## src/rtl/io_switch_matrix_map.svh

```systemverilog
// Constants for the IO switch matrix: pad indices, config codes, reset values.
// Assumes inclusion by the package, the design modules and the bench.
`ifndef IO_SWITCH_MATRIX_MAP_SVH
`define IO_SWITCH_MATRIX_MAP_SVH

`define PAD_COUNT          12
`define PAD_HOST_DOUT      0
`define PAD_HOST_DIN       1
`define PAD_HOST_CLK       2
`define PAD_HOST_SEL       3
`define PAD_HOST_INT       4
`define PAD_FIRST_MUXED    5
`define CFG_CODE_A         2'h0
`define CFG_CODE_B         2'h1
`define CFG_CODE_C         2'h2
`define CFG_CODE_D         2'h3
`define PAD_OE_RESET       12'h000
`define HOST_PAD_OE        12'h011

`endif

```

## src/rtl/io_switch_matrix_pkg.sv

```systemverilog
// Types shared by the IO switch matrix modules.
// Assumes the map header sits beside it on the include path.
`include "io_switch_matrix_map.svh"

package io_switch_matrix_pkg;

  typedef enum logic [2:0] {
    ROUTE_DEFAULT,
    ROUTE_A,
    ROUTE_B,
    ROUTE_C,
    ROUTE_D
  } route_type;

  // Functional outputs toward the pads
  typedef struct packed {
    logic host_dout;
    logic host_int;
    logic audio_dout;
    logic debug_txd;
    logic ext_receive_enable;
    logic ext_amp_enable;
  } func_out_type;

  // Functional inputs taken from the pads
  typedef struct packed {
    logic host_din;
    logic host_clk;
    logic host_link_select_n;
    logic host_service_request_in;
    logic audio_din;
    logic debug_rxd;
    logic audio_bit_clock;
    logic audio_word_select;
  } func_in_type;

  // Pad drive group
  typedef struct packed {
    logic [`PAD_COUNT-1:0] out;
    logic [`PAD_COUNT-1:0] oe;
  } pad_drive_type;

endpackage

```

## src/rtl/pad_route_table.sv

```systemverilog
// Combinational route table: picks pad drive and input sources per route.
// Assumes the caller registers whatever it needs.
`timescale 1ns/1ps
`include "io_switch_matrix_map.svh"

module pad_route_table (
  // Route select
  input  wire io_switch_matrix_pkg::route_type    route_in,
  // Functional outputs
  input  wire io_switch_matrix_pkg::func_out_type func_out_in,
  // Pad drive
  output io_switch_matrix_pkg::pad_drive_type     drive_out,
  // Input source selects: 0 none, else pad index
  output logic [3:0]                              audio_din_pad_out,
  output logic [3:0]                              debug_rxd_pad_out,
  output logic                                    audio_clk_valid_out
);
  import io_switch_matrix_pkg::*;

  // Pad table by route
  always_comb begin
    drive_out                    = '0;
    audio_din_pad_out            = 4'h0;
    debug_rxd_pad_out            = 4'h0;
    audio_clk_valid_out          = 1'b0;
    drive_out.out[`PAD_HOST_DOUT] = func_out_in.host_dout;
    drive_out.out[`PAD_HOST_INT]  = func_out_in.host_int;
    drive_out.oe                 = `HOST_PAD_OE;
    case (route_in)
      ROUTE_A: begin
        drive_out.out[7]    = func_out_in.audio_dout;
        drive_out.out[8]    = func_out_in.debug_txd;
        drive_out.oe[7]     = 1'b1;
        drive_out.oe[8]     = 1'b1;
        audio_din_pad_out   = 4'h6;
        debug_rxd_pad_out   = 4'h9;
        audio_clk_valid_out = 1'b1;
      end
      ROUTE_B: begin
        drive_out.out[7]    = func_out_in.audio_dout;
        drive_out.out[8]    = func_out_in.ext_receive_enable;
        drive_out.out[9]    = func_out_in.ext_amp_enable;
        drive_out.oe[9:7]   = 3'h7;
        audio_din_pad_out   = 4'h6;
        audio_clk_valid_out = 1'b1;
      end
      ROUTE_C: begin
        drive_out.out[5]    = func_out_in.audio_dout;
        drive_out.out[7]    = func_out_in.debug_txd;
        drive_out.out[8]    = func_out_in.ext_receive_enable;
        drive_out.out[9]    = func_out_in.ext_amp_enable;
        drive_out.oe[5]     = 1'b1;
        drive_out.oe[9:7]   = 3'h7;
        audio_din_pad_out   = 4'h6;
        audio_clk_valid_out = 1'b1;
      end
      ROUTE_D: begin
        drive_out.out[7]    = func_out_in.debug_txd;
        drive_out.out[8]    = func_out_in.ext_receive_enable;
        drive_out.out[9]    = func_out_in.ext_amp_enable;
        drive_out.oe[9:7]   = 3'h7;
        debug_rxd_pad_out   = 4'h6;
      end
      default: begin
        drive_out.oe = `HOST_PAD_OE;
      end
    endcase
  end

endmodule

```

## src/rtl/io_switch_matrix.sv

```systemverilog
// IO switch matrix: routes functional signals onto twelve pads and the
// service-request pad. Assumes config select and enable come from host logic
// on sys_clk_in; pad inputs are asynchronous and are synchronised here.
// Functional notes
// - All pads undriven while chip reset asserted
// - Pads 0-4 always carry host link
// - Service-request pad is always an input
// - Pads 5-11 undriven until host enables
// - Config A: audio, debug serial, audio clocks
// - Config B: audio, receive/amp enables, clocks
// - Config C: audio out pad 5, debug, enables
// - Config D: debug serial and enables only
// - Amp and receive enables drive external parts
// - Audio clock and word select shared inputs
`timescale 1ns/1ps
`include "io_switch_matrix_map.svh"

module io_switch_matrix (
  // Clock and resets
  input  wire logic                                sys_clk_in,
  input  wire logic                                sys_rst_in,
  input  wire logic                                chip_reset_low_in,
  // Host command: configuration select
  input  wire logic [1:0]                          cfg_select_in,
  input  wire logic                                cfg_enable_in,
  // Functional outputs from internal units
  input  wire io_switch_matrix_pkg::func_out_type  func_out_in,
  // Pads
  input  wire logic [`PAD_COUNT-1:0]               muxed_pad_in,
  input  wire logic                                service_request_pad_in,
  output logic [`PAD_COUNT-1:0]                    muxed_pad_out,
  output logic [`PAD_COUNT-1:0]                    muxed_pad_oe_out,
  // Functional inputs to internal units
  output io_switch_matrix_pkg::func_in_type        func_in_out,
  output logic                                     route_locked_out
);
  import io_switch_matrix_pkg::*;

  // Whole module state, registered in one place
  typedef struct packed {
    logic [`PAD_COUNT-1:0] pad_s1;
    logic [`PAD_COUNT-1:0] pad_s2;
    logic                  srq_s1;
    logic                  srq_s2;
    logic                  rstn_s1;
    logic                  rstn_s2;
    route_type             route;
    pad_drive_type         drive;
    func_in_type           fin;
  } state_type;

  // Current and next state, route table results
  state_type    state;
  state_type    next_state;
  pad_drive_type table_drive;
  logic [3:0]   audio_din_pad;
  logic [3:0]   debug_rxd_pad;
  logic         audio_clk_valid;

  // Map two-bit code to route
  function automatic route_type code_to_route(input logic [1:0] code);
    case (code)
      `CFG_CODE_A: code_to_route = ROUTE_A;
      `CFG_CODE_B: code_to_route = ROUTE_B;
      `CFG_CODE_C: code_to_route = ROUTE_C;
      default:     code_to_route = ROUTE_D;
    endcase
  endfunction

  // Pick synchronised pad bit by index, zero for none
  function automatic logic pick_pad(input logic [`PAD_COUNT-1:0] pads, input logic [3:0] idx);
    pick_pad = (idx == 4'h0) ? 1'b0 : pads[idx];
  endfunction

  pad_route_table u_table (
    .route_in            (state.route),
    .func_out_in         (func_out_in),
    .drive_out           (table_drive),
    .audio_din_pad_out   (audio_din_pad),
    .debug_rxd_pad_out   (debug_rxd_pad),
    .audio_clk_valid_out (audio_clk_valid)
  );

  // Next state
  always_comb begin
    next_state         = state;
    // Two-stage synchronisers: pads, service request, chip reset
    next_state.pad_s1  = muxed_pad_in;
    next_state.pad_s2  = state.pad_s1;
    next_state.srq_s1  = service_request_pad_in;
    next_state.srq_s2  = state.srq_s1;
    next_state.rstn_s1 = chip_reset_low_in;
    next_state.rstn_s2 = state.rstn_s1;
    // First command after reset sets the route; later ones ignored until chip reset
    if (cfg_enable_in && state.route == ROUTE_DEFAULT) begin
      next_state.route = code_to_route(cfg_select_in);
    end
    // Route table drive and synchronised inputs, one cycle on
    next_state.drive = table_drive;
    next_state.fin.host_din                = state.pad_s2[`PAD_HOST_DIN];
    next_state.fin.host_clk                = state.pad_s2[`PAD_HOST_CLK];
    next_state.fin.host_link_select_n      = state.pad_s2[`PAD_HOST_SEL];
    next_state.fin.host_service_request_in = state.srq_s2;
    next_state.fin.audio_din               = pick_pad(state.pad_s2, audio_din_pad);
    next_state.fin.debug_rxd               = pick_pad(state.pad_s2, debug_rxd_pad);
    next_state.fin.audio_bit_clock         = audio_clk_valid & state.pad_s2[10];
    next_state.fin.audio_word_select       = audio_clk_valid & state.pad_s2[11];
    // Chip reset returns route and pad drive to default, pads undriven
    if (!state.rstn_s2) begin
      next_state.route    = ROUTE_DEFAULT;
      next_state.drive.oe = `PAD_OE_RESET;
      next_state.drive.out = '0;
    end
  end

  // State register
  always_ff @(posedge sys_clk_in or posedge sys_rst_in) begin
    if (sys_rst_in) begin
      state <= '0;
    end else begin
      state <= next_state;
    end
  end

  // Outputs; enables also gated by live reset sync for immediate tristate on chip reset
  assign muxed_pad_out    = state.drive.out;
  assign muxed_pad_oe_out = state.rstn_s2 ? state.drive.oe : `PAD_OE_RESET;
  assign func_in_out      = state.fin;
  assign route_locked_out = (state.route != ROUTE_DEFAULT);

  // Assertions
  reset_tristate_a: assert property (@(posedge sys_clk_in) disable iff (sys_rst_in)
    !$past(chip_reset_low_in, 2) |-> muxed_pad_oe_out == 12'h000)
    else $error("pads driven during chip reset");
  out_clear_a: assert property (@(posedge sys_clk_in) disable iff (sys_rst_in)
    !state.rstn_s2 |=> muxed_pad_out == 12'h000)
    else $error("pad drive values kept through chip reset");
  host_outputs_a: assert property (@(posedge sys_clk_in) disable iff (sys_rst_in)
    $past(state.rstn_s2)
    |-> muxed_pad_out[`PAD_HOST_DOUT] == $past(func_out_in.host_dout) &&
        muxed_pad_out[`PAD_HOST_INT] == $past(func_out_in.host_int))
    else $error("host link outputs not on their pads");
  host_inputs_a: assert property (@(posedge sys_clk_in) disable iff (sys_rst_in)
    !$past(sys_rst_in, 3)
    |-> func_in_out.host_din == $past(muxed_pad_in[`PAD_HOST_DIN], 3) &&
        func_in_out.host_clk == $past(muxed_pad_in[`PAD_HOST_CLK], 3) &&
        func_in_out.host_link_select_n == $past(muxed_pad_in[`PAD_HOST_SEL], 3))
    else $error("host link inputs not taken from their pads");
  host_pads_a: assert property (@(posedge sys_clk_in) disable iff (sys_rst_in)
    state.rstn_s2 && $past(state.rstn_s2) |-> muxed_pad_oe_out[4:0] == 5'h11)
    else $error("host link pad enables wrong");
  srq_input_a: assert property (@(posedge sys_clk_in) disable iff (sys_rst_in)
    $past(service_request_pad_in, 3) == func_in_out.host_service_request_in ||
    !$past(state.rstn_s2, 1) || $past(sys_rst_in, 3))
    else $error("service request path broken");
  default_tristate_a: assert property (@(posedge sys_clk_in) disable iff (sys_rst_in)
    $past(state.route) == ROUTE_DEFAULT |-> muxed_pad_oe_out[11:5] == 7'h00)
    else $error("muxed pad driven before enable");

  // Pad routing per configuration
  cfg_a_route_a: assert property (@(posedge sys_clk_in) disable iff (sys_rst_in)
    state.rstn_s2 && $past(state.route) == ROUTE_A && $past(state.rstn_s2)
    |-> muxed_pad_oe_out[11:5] == 7'h0c && muxed_pad_out[8] == $past(func_out_in.debug_txd))
    else $error("config A routing wrong");
  cfg_b_route_a: assert property (@(posedge sys_clk_in) disable iff (sys_rst_in)
    state.rstn_s2 && $past(state.route) == ROUTE_B && $past(state.rstn_s2)
    |-> muxed_pad_oe_out[11:5] == 7'h1c && muxed_pad_out[9] == $past(func_out_in.ext_amp_enable))
    else $error("config B routing wrong");
  cfg_c_route_a: assert property (@(posedge sys_clk_in) disable iff (sys_rst_in)
    state.rstn_s2 && $past(state.route) == ROUTE_C && $past(state.rstn_s2)
    |-> muxed_pad_oe_out[11:5] == 7'h1d && muxed_pad_out[5] == $past(func_out_in.audio_dout))
    else $error("config C routing wrong");
  cfg_d_route_a: assert property (@(posedge sys_clk_in) disable iff (sys_rst_in)
    state.rstn_s2 && $past(state.route) == ROUTE_D && $past(state.rstn_s2)
    |-> muxed_pad_oe_out[11:5] == 7'h1c &&
        muxed_pad_out[8] == $past(func_out_in.ext_receive_enable))
    else $error("config D routing wrong");
  amp_enable_a: assert property (@(posedge sys_clk_in) disable iff (sys_rst_in)
    $past(state.rstn_s2) && ($past(state.route) inside {ROUTE_B, ROUTE_C, ROUTE_D})
    |-> muxed_pad_out[9] == $past(func_out_in.ext_amp_enable) &&
        muxed_pad_out[8] == $past(func_out_in.ext_receive_enable))
    else $error("amplifier or receive enable not on its pad");

  // Input selection per configuration
  audio_route_a: assert property (@(posedge sys_clk_in) disable iff (sys_rst_in)
    ($past(state.route) inside {ROUTE_A, ROUTE_B, ROUTE_C})
    |-> func_in_out.audio_din == $past(state.pad_s2[6]) &&
        func_in_out.audio_bit_clock == $past(state.pad_s2[10]) &&
        func_in_out.audio_word_select == $past(state.pad_s2[11]))
    else $error("audio inputs not taken from their pads");
  audio_idle_a: assert property (@(posedge sys_clk_in) disable iff (sys_rst_in)
    ($past(state.route) inside {ROUTE_DEFAULT, ROUTE_D})
    |-> !func_in_out.audio_din && !func_in_out.audio_bit_clock &&
        !func_in_out.audio_word_select)
    else $error("audio inputs live while unrouted");
  debug_route_a: assert property (@(posedge sys_clk_in) disable iff (sys_rst_in)
    func_in_out.debug_rxd == ($past(state.route) == ROUTE_A ? $past(state.pad_s2[9]) :
      ($past(state.route) == ROUTE_D ? $past(state.pad_s2[6]) : 1'b0)))
    else $error("debug receive source wrong");

  // Route selection and lock
  route_hold_a: assert property (@(posedge sys_clk_in) disable iff (sys_rst_in)
    route_locked_out && state.rstn_s2 |=> $stable(state.route) || !$past(state.rstn_s2))
    else $error("route changed without reset");
  select_take_a: assert property (@(posedge sys_clk_in) disable iff (sys_rst_in)
    cfg_enable_in && !route_locked_out && state.rstn_s2 |=> route_locked_out)
    else $error("config command not taken");
  route_clear_a: assert property (@(posedge sys_clk_in) disable iff (sys_rst_in)
    !state.rstn_s2 |=> !route_locked_out)
    else $error("route kept through chip reset");
  select_code_a: assert property (@(posedge sys_clk_in) disable iff (sys_rst_in)
    cfg_enable_in && !route_locked_out && state.rstn_s2
    |=> (state.route == ROUTE_A) == ($past(cfg_select_in) == `CFG_CODE_A) &&
        (state.route == ROUTE_B) == ($past(cfg_select_in) == `CFG_CODE_B) &&
        (state.route == ROUTE_C) == ($past(cfg_select_in) == `CFG_CODE_C) &&
        (state.route == ROUTE_D) == ($past(cfg_select_in) == `CFG_CODE_D))
    else $error("config code mapped to wrong route");

  cover_cfg_a_c: cover property (@(posedge sys_clk_in) state.route == ROUTE_A);
  cover_cfg_b_c: cover property (@(posedge sys_clk_in) state.route == ROUTE_B);
  cover_cfg_c_c: cover property (@(posedge sys_clk_in) state.route == ROUTE_C);
  cover_cfg_d_c: cover property (@(posedge sys_clk_in) state.route == ROUTE_D);
  cover_relock_c: cover property (@(posedge sys_clk_in)
    route_locked_out ##1 !state.rstn_s2 ##[1:20] route_locked_out);

endmodule

```

## config.mk

```make
export PLATFORM = sky130hd
export DESIGN_NAME = io_switch_matrix
export DESIGN_NICKNAME = d
export VERILOG_FILES = /design/src/rtl/io_switch_matrix_pkg.sv /design/src/rtl/pad_route_table.sv /design/src/rtl/io_switch_matrix.sv
export VERILOG_INCLUDE_DIRS = /design/src /design/src/rtl
export SDC_FILE = /design/constraint.sdc
export NUM_CORES = 1
export LEC_CHECK = 0
export ABC_AREA = 1
export ABC_CLOCK_PERIOD_IN_PS = 2700
export BUFFER_PORTS_ARGS = -buffer_cell sky130_fd_sc_hd__buf_4
export CAP_MARGIN = 20
export CORE_UTILIZATION = 45
export DETAILED_ROUTE_END_ITERATION = 8
export PLACE_DENSITY = 0.81
export SLEW_MARGIN = 15
export SYNTH_ARGS = -nofsm -noshare
export SYNTH_HDL_FRONTEND = slang
export SYNTH_SLANG_ARGS = --single-unit
```

## constraint.sdc

```tcl
create_clock -name sys_clk_in -period 2.7 [get_ports sys_clk_in]
set_input_delay 0.54 -clock sys_clk_in [delete_from_list [all_inputs] [get_ports sys_clk_in]]
set_output_delay 0.54 -clock sys_clk_in [all_outputs]
set_load 0.05 [all_outputs]
```

== Word-level counts from Yosys, hierarchy flattened ==
Index checks and enable logic that the tools add are counted.
Cells by class
  mux-type cells: 19
  reduce and logical (&&, ||, !) cells: 10
  bitwise gates (word level): 2
  eq/ne operators: 7
  magnitude comparators: 2
Operators with widths (count)
  $mux W27: 1
  $mux W12: 1
  $lt A4 B5 Y1 const B: 2
  $mux W1: 9
  $pmux W3 S3: 1
  $bmux W1 S4: 2
  $logic_not A4 Y1: 2
  $pmux W4 S2: 1
  $eq A3 B2 Y1 const B: 2
  $mux W3: 2
  $pmux W2 S3: 1
  $reduce_or A3 Y1: 2
  $reduce_or A4 Y1: 1
  $eq A3 B1 Y1 const B: 1
  $eq A3 B3 Y1 const B: 1
  $logic_not A3 Y1: 1
  $reduce_bool A3 Y1: 1
  $and A1 B1 Y1: 2
  $eq A2 B1 Y1 const B: 1
  $eq A2 B2 Y1 const B: 1
  $logic_not A2 Y1: 1
  $mux W2: 1
  $ne A2 B1 Y1 const B: 1
  $reduce_or A2 Y1: 1
  $logic_and A1 B1 Y1: 1
Word-level totals
  register bits after elaboration: 63
  logic and storage cells: 57
  input bits: 25
  output and inout port bits: 33

== Depth between registers and ports, before layout ==
Gate-level depths: netlist of run 1.
  depth in word-level cells: 6
  mapped depth: 6
  depth with buffers taken out: 6

== Cells and area by module ==
A second synthesis of run 1 with hierarchy kept.
Unflattened totals
  cell total of the unflattened synthesis: 292
  area total of the unflattened synthesis: 2642.5 sq um
Modules (own cells, without submodules)
  io_switch_matrix: instances 1, cells each 238, area each 2329.7 sq um, sequential area each 1526.5 sq um
  pad_route_table: instances 1, cells each 54, area each 312.8 sq um, sequential area each 0.0 sq um

== Worst setup path after synthesis of run 1 ==
OpenSTA, ideal clock, no wires.
  kind: register to output
  start point: register state[35] in the netlist's numbering
  end point: output port muxed_pad_oe_out[4]
  path buffers: 2
  path slack: 977 ps
  stages on the path, launching flop included: 5
  data required time: 2160 ps
  arrival: 1183 ps
  cell sequence: dfrtp_1 buf_2 nand2_1 inv_1 buf_4
Between the ends
  cells in the longest elaborated chain, start to end: 1
Ends and longest elaborated chain
  start: declaration: line io_switch_matrix.sv:53  | state_type state;
  start signal: assignment: line io_switch_matrix.sv:121  | state <= next_state;
  $mux W12 (no line)
  end: declaration: line io_switch_matrix.sv:32  | output logic [`PAD_COUNT-1:0] muxed_pad_oe_out,
No other way between the ends.

== Final worst setup path of run 1 ==
Same ends and word-level chain as after synthesis.

==> parameters.txt, run 1 <==
Parameter                              Value

STA
  Worst hold margin    about 300 ps
  Period utilisation layout    about two thirds
  Count of final hold-check violations    0
  Highest achievable clock rate    approximately 540 MHz
  Total Neg Setup Slack    0 ps
  Final count of pins violating max slew    0
  Final Critical Period    between 1500 and 2000 ps
  Unrepaired setup endpoints after global routing    false
  Clk_skew    2.65 ps
  Setup Viol. Count Final    0
  Crit path setup slack, layout    between 800 and 900 ps

Clock network
  CTS tree    built
  Worst-path clk slew    ~100 ps
  Clock Path Buffers    2
  Post-CTS Resized    0
  Root Driver    clkbuf_4
  CTS Hold Bufs    0
  Latest clock arrival within the worst-skew pair    around 330 ps
  Number of clock sinks    39
  Post CTS Setup Buffer Count    0
  Number of buffers inserted during clock tree synthesis    5
  H-tree depth reported by CTS    2

Worst setup path
  Depth of the most critical reg-to-reg path    4
  Critical path class    register to primary output
  RR Startpoint    state[33]
  Data required, critical path    about 2200 ps
  Source of the critical timing path    state[35]
  Critical register-to-register path endpoint    muxed_pad_out[7]
  Worst setup SP type    register
  Worst setup slack for register-to-register paths    between 1500 and 2000 ps
  Worst setup EP type    primary output
  Arrival time worst endpoint    about 1300 ps
  CP Max Fanout    13

Outcome
  Status    complete, no violations

Power and ir drop
  VDD IR-drop max    approximately 370 µV
  Lkg Pwr    0.993 nW
  Combinational cell fraction of total power    between 10% and 20%
  Net Sw Power    between 0.0003 and 0.0004 W
  PwrDens    697 mW/mm²
  Part of the total power dissipated in sequential elements    roughly half
  Clk network pwr share    31.4%
  Sw Share    between 20% and 30%
  Internal power    about 0.00090 W

Drt
  DRC violations left    0
  Routed len/inst    10.1 µm
  Post-Route WL    about 2.1 mm
  Via count normalized by instance count    4.14
  Antenna-violating nets left    0
  Initial drt markers    19
  Total number of vias    between 800 and 900
  Number of iterations in the first detailed-routing pass    4

Floorplanning
  Rows    20
  Floorplan die area    roughly 0.0037 mm²
  Starting Density    between 40% and 50%
  Core Area    ~0.0032 mm²
  Die Height    60.5 µm
  X dimension of the die    a little over 60 µm
  Number of top-level pins    slightly below 60

Global route
  Pin count of the biggest net entering global routing    40
  Vias in the first global route    around 800
  Antenna violations before repair    0
  GR Overflow Total    0
  Wire length of the first global-routing pass    ~3.5 mm
  Overall track demand over capacity in global routing    roughly 14%

Layout
  Ratio of cells with drive above 1 in the final layout    approximately a third
  Most frequent cells in the layout    41 x buf_4, 39 x dfrtp_1, 15 x inv_1
  Layout filler cell count    between 200 and 300
  Most common cell after layout, fill and taps aside    buf_4
  Layout overhead on the synthesized area    16.4%
  Net count of the finished layout    191
  Final Instance Count excl. Fillers    208
  Antenna fix cells    0

Logic synthesis
  Multiplexer share of the synthesized area    0%
  Post-synthesis compound-gate area fraction    roughly 3.2%
  Distinct cell type count after synthesis    21
  Post-synthesis adder-cell area fraction    2.44%
  Synth Area in XOR/XNOR    0%
  Synth Area in Simple Gates    approximately 11%
  Count of yosys warnings during synthesis    0
  Post-synthesis sequential area ratio    63.4%
  Instance count of the mapped netlist    about 140
  Number of storage elements in the synthesis netlist    39
  Cell area after synthesis    roughly 0.0015 mm²
  Main combinational cell family by area after synthesis    buffers and inverters
  Mapped Avg Cell Area    ~11 µm²

Hold path
  Worst min-delay path class    input pin to register
  Hold path startpoint    muxed_pad_in[2]
  WHS Endpoint    next_state[41]
  Cells on Worst Hold Path    1

Flow run
  Count of maximum capacitance violations    0

Placed design
  Routability Congestion    about 0.88
  Place WS    1200 ps
  Number of input and output port buffers inserted    40
  Placed cell count    200
  Dpl hpwl    approximately 1.5 mm
[how the worst max path moves through the flow]
stage	slack, ps	cells after the start	end
5_1_grt	710	3	muxed_pad_oe_out[4]
4_1_cts	810	3	muxed_pad_oe_out[4]
2_1_floorplan	980	4	muxed_pad_oe_out[4]
6_report	850	3	muxed_pad_oe_out[4]
3_5_place_dp	1200	3	muxed_pad_oe_out[4]
3_3_place_gp	1240	3	muxed_pad_oe_out[8]
[flip-flops by register name, indices dropped and copies added (netlist names)]
register	count
muxed_pad_out	6
state	12
func_in_out	8
next_state	13
[power groups by stage]
stage | Clock, W | Sequential [W] | Combinational [W]
3_5_place_dp | 0 | 0.000649 | 0.000221
4_1_cts | 0.000404 | 0.000638 | 0.000222
5_1_grt | 0.000433 | 0.000641 | 0.000237
6_report | 0.000393 | 0.000637 | 0.000220
3_3_place_gp | 0 | 0.000647 | 0.000217
2_1_floorplan | 0 | 0.000636 | 0.000205
[stage by stage]
stage               utilization (%)  power, W  instance area, µm²
finish                         56.9   0.00125                1790
global placement               54.1  0.000864                1710
global route                   56.9   0.00131                1790
detailed placement             54.1  0.000871                1710
floorplan                         -  0.000842                1580
CTS                            56.9   0.00126                1790
[Yosys cell counts]
master	n	area (µm²)
dfrtp_1	39	976
buf_4	28	210
inv_1	15	56.3
nand2_1	14	52.6
nor2_1	10	37.5
nand3_1	4	20.0
a21oi_1	3	15.0
ha_1	3	37.5
nand4_1	3	18.8
buf_6	2	22.5
inv_2	2	7.51
nor3_1	2	10.0
o21ai_0	2	10.0
a21oi_2	1	8.76
a31oi_1	1	6.26
and2_2	1	7.51
buf_2	1	5.00
conb_1	1	3.75
nand2_2	1	6.26
nor2_8	1	20.0
o21ai_2	1	8.76
[critical path, cell delays in order, from the launching register on]
cell and delay, ps:
dfrtp_1 600, nand2_1 90, inv_1 90, buf_4 200
[layer usage]
layer / part of all wire [%] / GRT usage (%)
met3: 7.1 / 5.76
met1: 39 / 15.2
met5: 0 / 0
met4: 2.3 / 7.79
met2: 51 / 23.4
[cell families (layout without fill, tap and decap cells)]
family,count (synthesis),in the layout
DFF,39,39
and+or+nand+nor,36,36
adders and majority gates,3,3
other,1,12
buffers and inverters,48,66
AOI/OAI and AO/OA,8,8
[final cells by class]
cell class,count,area (µm²),area share [%]
multi-input combinational,59,304,17.0
clock inverter,2,35.0,1.95
tap,44,55.1,3.07
clock buffer,6,51.3,2.86
sequential,39,976,54.4
inverter,17,63.8,3.56
timing repair buffer,41,308,17.2
No activity file was read; power rests on OpenSTA's default activity.
==> run 2, diff against run 1 <==
- ABC_AREA: 1 -> 0
- ABC_CLOCK_PERIOD_IN_PS: 2700 -> 1490
- CORE_UTILIZATION: 45 -> 43
- clock period: 2.7 -> 1.49 ns (I/O delays scaled with it)
==> run 2 against run 1 <==
Against the previous run:
- the flow now finishes with violations (negative setup slack)
- synthesized area shrank 0.24%
- wire length grew 7.0%
- sequential power grew 77%
- synthesized cell count shrank 12%
- design area grew 2.0%
- final cell count shrank 3.8%
- hold slack lost 240 ps
- sequential share of layout area shrank 0.97 points
- count of clock-buffer cells in the layout is the same
- clock skew grew 5.4 ps
- critical endpoint is now route_locked_out
- highest routed layer unchanged
==> parameters.txt, run 2 <==
Parameter                              Value

Placed design
  Routability Congestion    about 0.75
  Number of input and output port buffers inserted    40
  Dpl hpwl    between 1.5 and 2 mm
  Placed cell count    approximately 190
  Post-DP Area    around 0.0017 mm²

Clock network
  Latest clock arrival within the worst-skew pair    around 330 ps
  CTS tree    built
  Number of buffers inserted during clock tree synthesis    5
  Worst-path clk slew    around 120 ps
  Clock Path Buffers    2
  Root Driver    clkbuf_4
  H-tree depth reported by CTS    2
  Number of clock sinks    39

Logic synthesis
  Predominant post-synthesis flop cell    dfrtp_1
  Post-synthesis sequential area ratio    between 60 and 70%
  Count of yosys warnings during synthesis    0
  Mapped Avg Cell Area    between 10 and 15 µm²
  Top post-synthesis cells by count    39 x dfrtp_1, 29 x buf_4, 11 x and2_1, 6 x nor2_1, 4 x inv_1
  Share of flip-flops with an asynchronous set or reset    100%
  Top-area cell type share of the netlist area    between 60% and 70%
  Distinct cell type count after synthesis    25
  Number of enable flip-flop cells after synthesis    0
  Most numerous cell in the Yosys netlist    dfrtp_1
  Cell area after synthesis    about 0.0015 mm²
  Cell types with the largest area share after synthesis    dfrtp_1 64%, buf_4 14%, and2_1 4.5%, ha_1 2.4%, buf_6 1.5%
  Number of storage elements in the synthesis netlist    39
  Largest area contributor in the netlist    dfrtp_1
  Instance count of the mapped netlist    119

Drt
  Post-Route WL    2.24 mm
  DRC violations left    0
  Antenna-violating nets left    0
  Number of iterations in the first detailed-routing pass    2
  Via count normalized by instance count    between 4 and 5
  Total number of vias    approximately 860
  Initial drt markers    8
  Routed len/inst    ~11 µm

Power and ir drop
  Lkg Pwr    roughly 0.93 nW
  PwrDens    about 1200 mW/mm²
  VDD IR-drop max    439 µV

Global route
  Overall track demand over capacity in global routing    between 10% and 20%
  Wire length of the first global-routing pass    roughly 3.5 mm
  Pin count of the biggest net entering global routing    40
  Vias in the first global route    between 800 and 900
  GR Overflow Total    0
  Antenna violations before repair    0

STA
  Count of final hold-check violations    0
  Worst hold margin    60.8 ps
  Final count of pins violating max slew    0
  Period utilisation layout    105%
  Setup Viol. Count Final    1
  Crit path setup slack, layout    -70.0 ps
  Clk_skew    8.02 ps
  Unrepaired setup endpoints after global routing    true
  Total Neg Setup Slack    -70.0 ps
  Highest achievable clock rate    about 640 MHz
  Final Critical Period    approximately 1600 ps

Layout
  Non-Filler Cell Area, Final    about 0.0018 mm²
  Antenna fix cells    0
  Layout overhead on the synthesized area    19.0%
  Flip-flop count of the largest register, all copies and words added    13
  Most common cell after layout, fill and taps aside    buf_4
  Most frequent cells in the layout    44 x buf_4, 38 x dfrtp_1, 12 x conb_1
  Net count of the finished layout    about 180
  Ratio of cells with drive above 1 in the final layout    between 30% and 40%
  Final Core Density    a little over half
  Final Instance Count excl. Fillers    200

Floorplanning
  Rows    21
  Core Area    about 0.0034 mm²
  Die Height    61.8 µm
  X dimension of the die    ~62 µm
  Floorplan die area    ~0.0038 mm²
  Number of top-level pins    58
  Starting Density    45.3%

Worst setup path
  Critical path class    register to primary output
  Worst setup EP type    primary output
  Arrival time worst endpoint    around 1300 ps
  Worst setup SP type    register
  CP Max Fanout    2
  Data required, critical path    1190 ps

Outcome
  Failing checks    negative setup slack
  Status    finished, violations left

Hold path
  Worst min-delay path class    input pin to asynchronous set/reset pin

Flow run
  Count of maximum capacitance violations    0
[run 2: cell count changes in the layout (fill, tap and decap cells not counted), sizes merged, moves of 3 or more]
cell	delta
and2	+10
buf	+6
inv	-12
nand2	-12
nand4	-3
nor2	-5
[run 2: logic make-up (layout without fill, tap and decap cells)]
kind of cell / after synthesis / after routing / share of synthesized area, %
and+or+nand+nor: 30 / 30 / 12.6
buffers and inverters: 36 / 60 / 16.9
other: 1 / 12 / 0.244
DFF: 39 / 39 / 63.5
AOI/OAI and AO/OA: 9 / 9 / 3.75
adders and majority gates: 3 / 3 / 2.44
xor gates and xnor gates: 1 / 1 / 0.570
[run 2: routing by layer]
layer	vias up	wire, µm	track usage (%)
met1	407	805	13.5
met5	-	0	0
met3	9	167	4.76
met4	0	59	7.62
li1	404	-	-
met2	37	1210	24.4
[run 2: where the power goes]
group | switching (W) | internal [W] | leakage [nW] | total (W)
sequential | 0.0000177 | 0.00112 | 0.483 | 0.00113
clock | 0.000329 | 0.000232 | 0.0345 | 0.000561
combinational | 0.000286 | 0.000129 | 0.414 | 0.000415
total | 0.000633 | 0.00148 | 0.932 | 0.00211
[run 2: cell type report]
class                      count  area [µm²]
clock buffer                   6        51.3
clock inverter                 2        16.3
sequential                    39         977
inverter                       5        18.8
timing repair buffer          47         364
multi-input combinational     55         343
fill                         294        1560
tap                           46        57.6
[run 2: worst max-delay path, stage by stage (launching register included)]
cell and delay [ps]:
dfrtp_1 390, or3_1 380, buf_6 160
[run 2: worst paths after layout]
kind | endpoint | from | slack (ps) | depth (start not counted)
max reg2reg | muxed_pad_out[9] | state[34] | 310 | 4
min reg2reg | state[45] | next_state[45] | 360 | 0
min | next_state[4] | sys_rst_in | 60 | 3
max | route_locked_out | state[34] | -70 | 2
min in group sys_clk_in | next_state[41] | muxed_pad_in[2] | 60 | 1
max in group asynchronous | state[35] | sys_rst_in | 1090 | 3
[run 2: repair_timing]
item                       CTS  global route
setup buffers                0             3
setup endpoints to repair    7             7
resized for setup            2             2
hold buffers                 0             0
[run 2: metrics by stage]
| step | total power, W | worst slack (ps) |
|---|---|---|
| detailed placement | 0.00156 | 254 |
| finish | 0.00211 | -70.0 |
| CTS | 0.00212 | -93.7 |
| floorplan | 0.00150 | 4.42 |
| global placement | 0.00155 | 267 |
| global route | 0.00221 | -129 |
==> run 3, diff against run 2 <==
- CELL_PAD_IN_SITES_DETAIL_PLACEMENT: unset -> 1
- CELL_PAD_IN_SITES_GLOBAL_PLACEMENT: unset -> 2
- CORE_UTILIZATION: 43 -> 27
==> run 3 against run 2 <==
Against the previous run:
- the run still ends with negative setup slack left
- non-clock buffer count decreased by 1
- maximum frequency is 2.5% higher
- power up 5.2%
- final cell count increased by 13%
- clock power up 18%
- sequential share of layout area decreased by 1.7 points
- setup slack better by 38 ps
- largest power group unchanged
==> parameters.txt, run 3 (synthesis gave the netlist of run 2 again) <==
Parameter                              Value

Placed design
  Routability Congestion    0.708
  Dpl hpwl    ~1.7 mm
  Placed cell count    around 220
  Number of input and output port buffers inserted    40

Worst setup path
  Critical path class    register to primary output
  Data required, critical path    1190 ps
  Worst setup EP type    primary output
  Depth of the most critical reg-to-reg path    5
  CP Max Fanout    2
  Critical register-to-register path endpoint    muxed_pad_out[9]
  Worst setup slack for register-to-register paths    180 ps
  RR Startpoint    state[34]
  Worst setup SP type    register
  Arrival time worst endpoint    about 1200 ps

Hold path
  Cells on Worst Hold Path    1
  WHS Endpoint    next_state[40]
  Hold path startpoint    muxed_pad_in[1]
  Worst min-delay path class    input pin to register

Outcome
  Failing checks    negative setup slack
  Status    finished, violations left

STA
  Clk_skew    roughly 4.5 ps
  Setup Viol. Count Final    1
  Unrepaired setup endpoints after global routing    true
  Highest achievable clock rate    between 600 and 700 MHz
  Final count of pins violating max slew    0
  Final Critical Period    around 1500 ps
  Count of final hold-check violations    0
  Period utilisation layout    102%
  Crit path setup slack, layout    -32.2 ps

Clock network
  Worst-path clk slew    around 70 ps
  Number of clock sinks    39
  Clock Path Buffers    2
  H-tree depth reported by CTS    2
  Root Driver    clkbuf_8
  CTS tree    built
  Number of buffers inserted during clock tree synthesis    5
  Latest clock arrival within the worst-skew pair    about 280 ps

Floorplanning
  Core Area    approximately 0.0055 mm²
  Starting Density    between 20 and 30%
  X dimension of the die    a little under 80 µm
  Die Height    just under 80 µm
  Floorplan die area    roughly 0.006 mm²
  Rows    27
  Number of top-level pins    between 50 and 60

Drt
  Via count normalized by instance count    around 3.8
  Number of iterations in the first detailed-routing pass    3
  Initial drt markers    34
  Post-Route WL    roughly 2.3 mm
  Routed len/inst    a little over 10 µm
  Antenna-violating nets left    0
  DRC violations left    0
  Total number of vias    around 860

Power and ir drop
  VDD IR-drop max    roughly 350 µV
  Post-layout power    ~0.0022 W
  PwrDens    1180 mW/mm²
  Lkg Pwr    approximately 0.94 nW

Global route
  Overall track demand over capacity in global routing    8.44%
  Pin count of the biggest net entering global routing    38
  GR Overflow Total    0
  Antenna violations before repair    0
  Wire length of the first global-routing pass    3.76 mm
  Vias in the first global route    just over 900

Layout
  Most common cell after layout, fill and taps aside    buf_4
  Antenna fix cells    0
  Ratio of cells with drive above 1 in the final layout    38.6%
  Net count of the finished layout    180
  Footprint of the multi-input gates    about 350 µm²
  Flip-flop count of the largest register, all copies and words added    13
  Area taken by flip-flops and latches    977 µm²
  Layout overhead on the synthesized area    22.8%
  Final Instance Count excl. Fillers    around 230
  Most frequent cells in the layout    43 x buf_4, 38 x dfrtp_1, 12 x conb_1
  Layout filler cell count    slightly above 600

Flow run
  Count of maximum capacitance violations    0
[run 3: changes by cell type in the layout (fill, tap and decap cells not counted), sizes merged]
cell and change:
buf -2, dlygate4sd3 +1
[run 3: worst max-delay path: stages (launching register included)]
cell,delay [ps]
dfrtp_1,380
or3_4,400
buf_8,160
[run 3: power by group]
group	switching, W	total (W)	leakage [nW]	internal [W]
Combinational	0.000285	0.000421	0.413	0.000137
Sequential	0.0000184	0.00113	0.483	0.00112
Clock	0.000336	0.000663	0.0412	0.000326
[run 3: worst max path at each step]
stage / startpoint / endpoint / slack [ps] / depth (start not counted)
finish: state[34] / route_locked_out / -30 / 2
global route: state[34] / route_locked_out / -60 / 2
CTS: state[32] / route_locked_out / -30 / 2
detailed placement: state[34] / route_locked_out / 250 / 2
global placement: state[34] / route_locked_out / 250 / 2
floorplan: state[35] / muxed_pad_oe_out[4] / 4 / 2
[run 3: repair_timing]
| item | 4_1_cts | 5_1_grt |
|---|---|---|
| resized for setup | 4 | 0 |
| endpoints found under the setup margin | 5 | 1 |
| hold buffers | 1 | 0 |
| hold endpoints to repair | 2 | 0 |
| pin swaps | 1 | 1 |
| buffers inserted | 0 | 1 |
[run 3: layer usage]
| metal | up-vias | share of wire [%] | GRT usage, % |
|---|---|---|---|
| li1 | 403 | - | - |
| met1 | 407 | 38 | 7.47 |
| met2 | 45 | 52 | 15.4 |
| met3 | 4 | 9.2 | 4.24 |
| met4 | 0 | 1.2 | 4.53 |
| met5 | - | 0 | 0 |
[run 3: through the flow]
step / setup slack [ps] / TNS (ps) / hold slack (ps) / utilization [%] / instance area [µm²]
CTS: -32.9 / -32.9 / 108 / 34.1 / 1880
finish: -32.2 / -32.2 / 117 / 34.3 / 1890
detailed placement: 247 / 0 / 196 / 32.2 / 1770
global placement: 248 / 0 / 192 / 32.2 / 1770
floorplan: 4.42 / 0 / 329 / - / 1580
global route: -61.3 / -61.3 / 94.2 / 34.3 / 1890
[run 3: final cells by class]
| cell class | instances | area share, % |
|---|---|---|
| clock buffers | 6 | 3.85 |
| multi-input cells | 55 | 18.4 |
| clock inverters | 2 | 0.663 |
| flip-flops and latches | 39 | 51.8 |
| inverters | 5 | 0.995 |
| well taps | 72 | 4.77 |
| repair buffers | 46 | 19.5 |
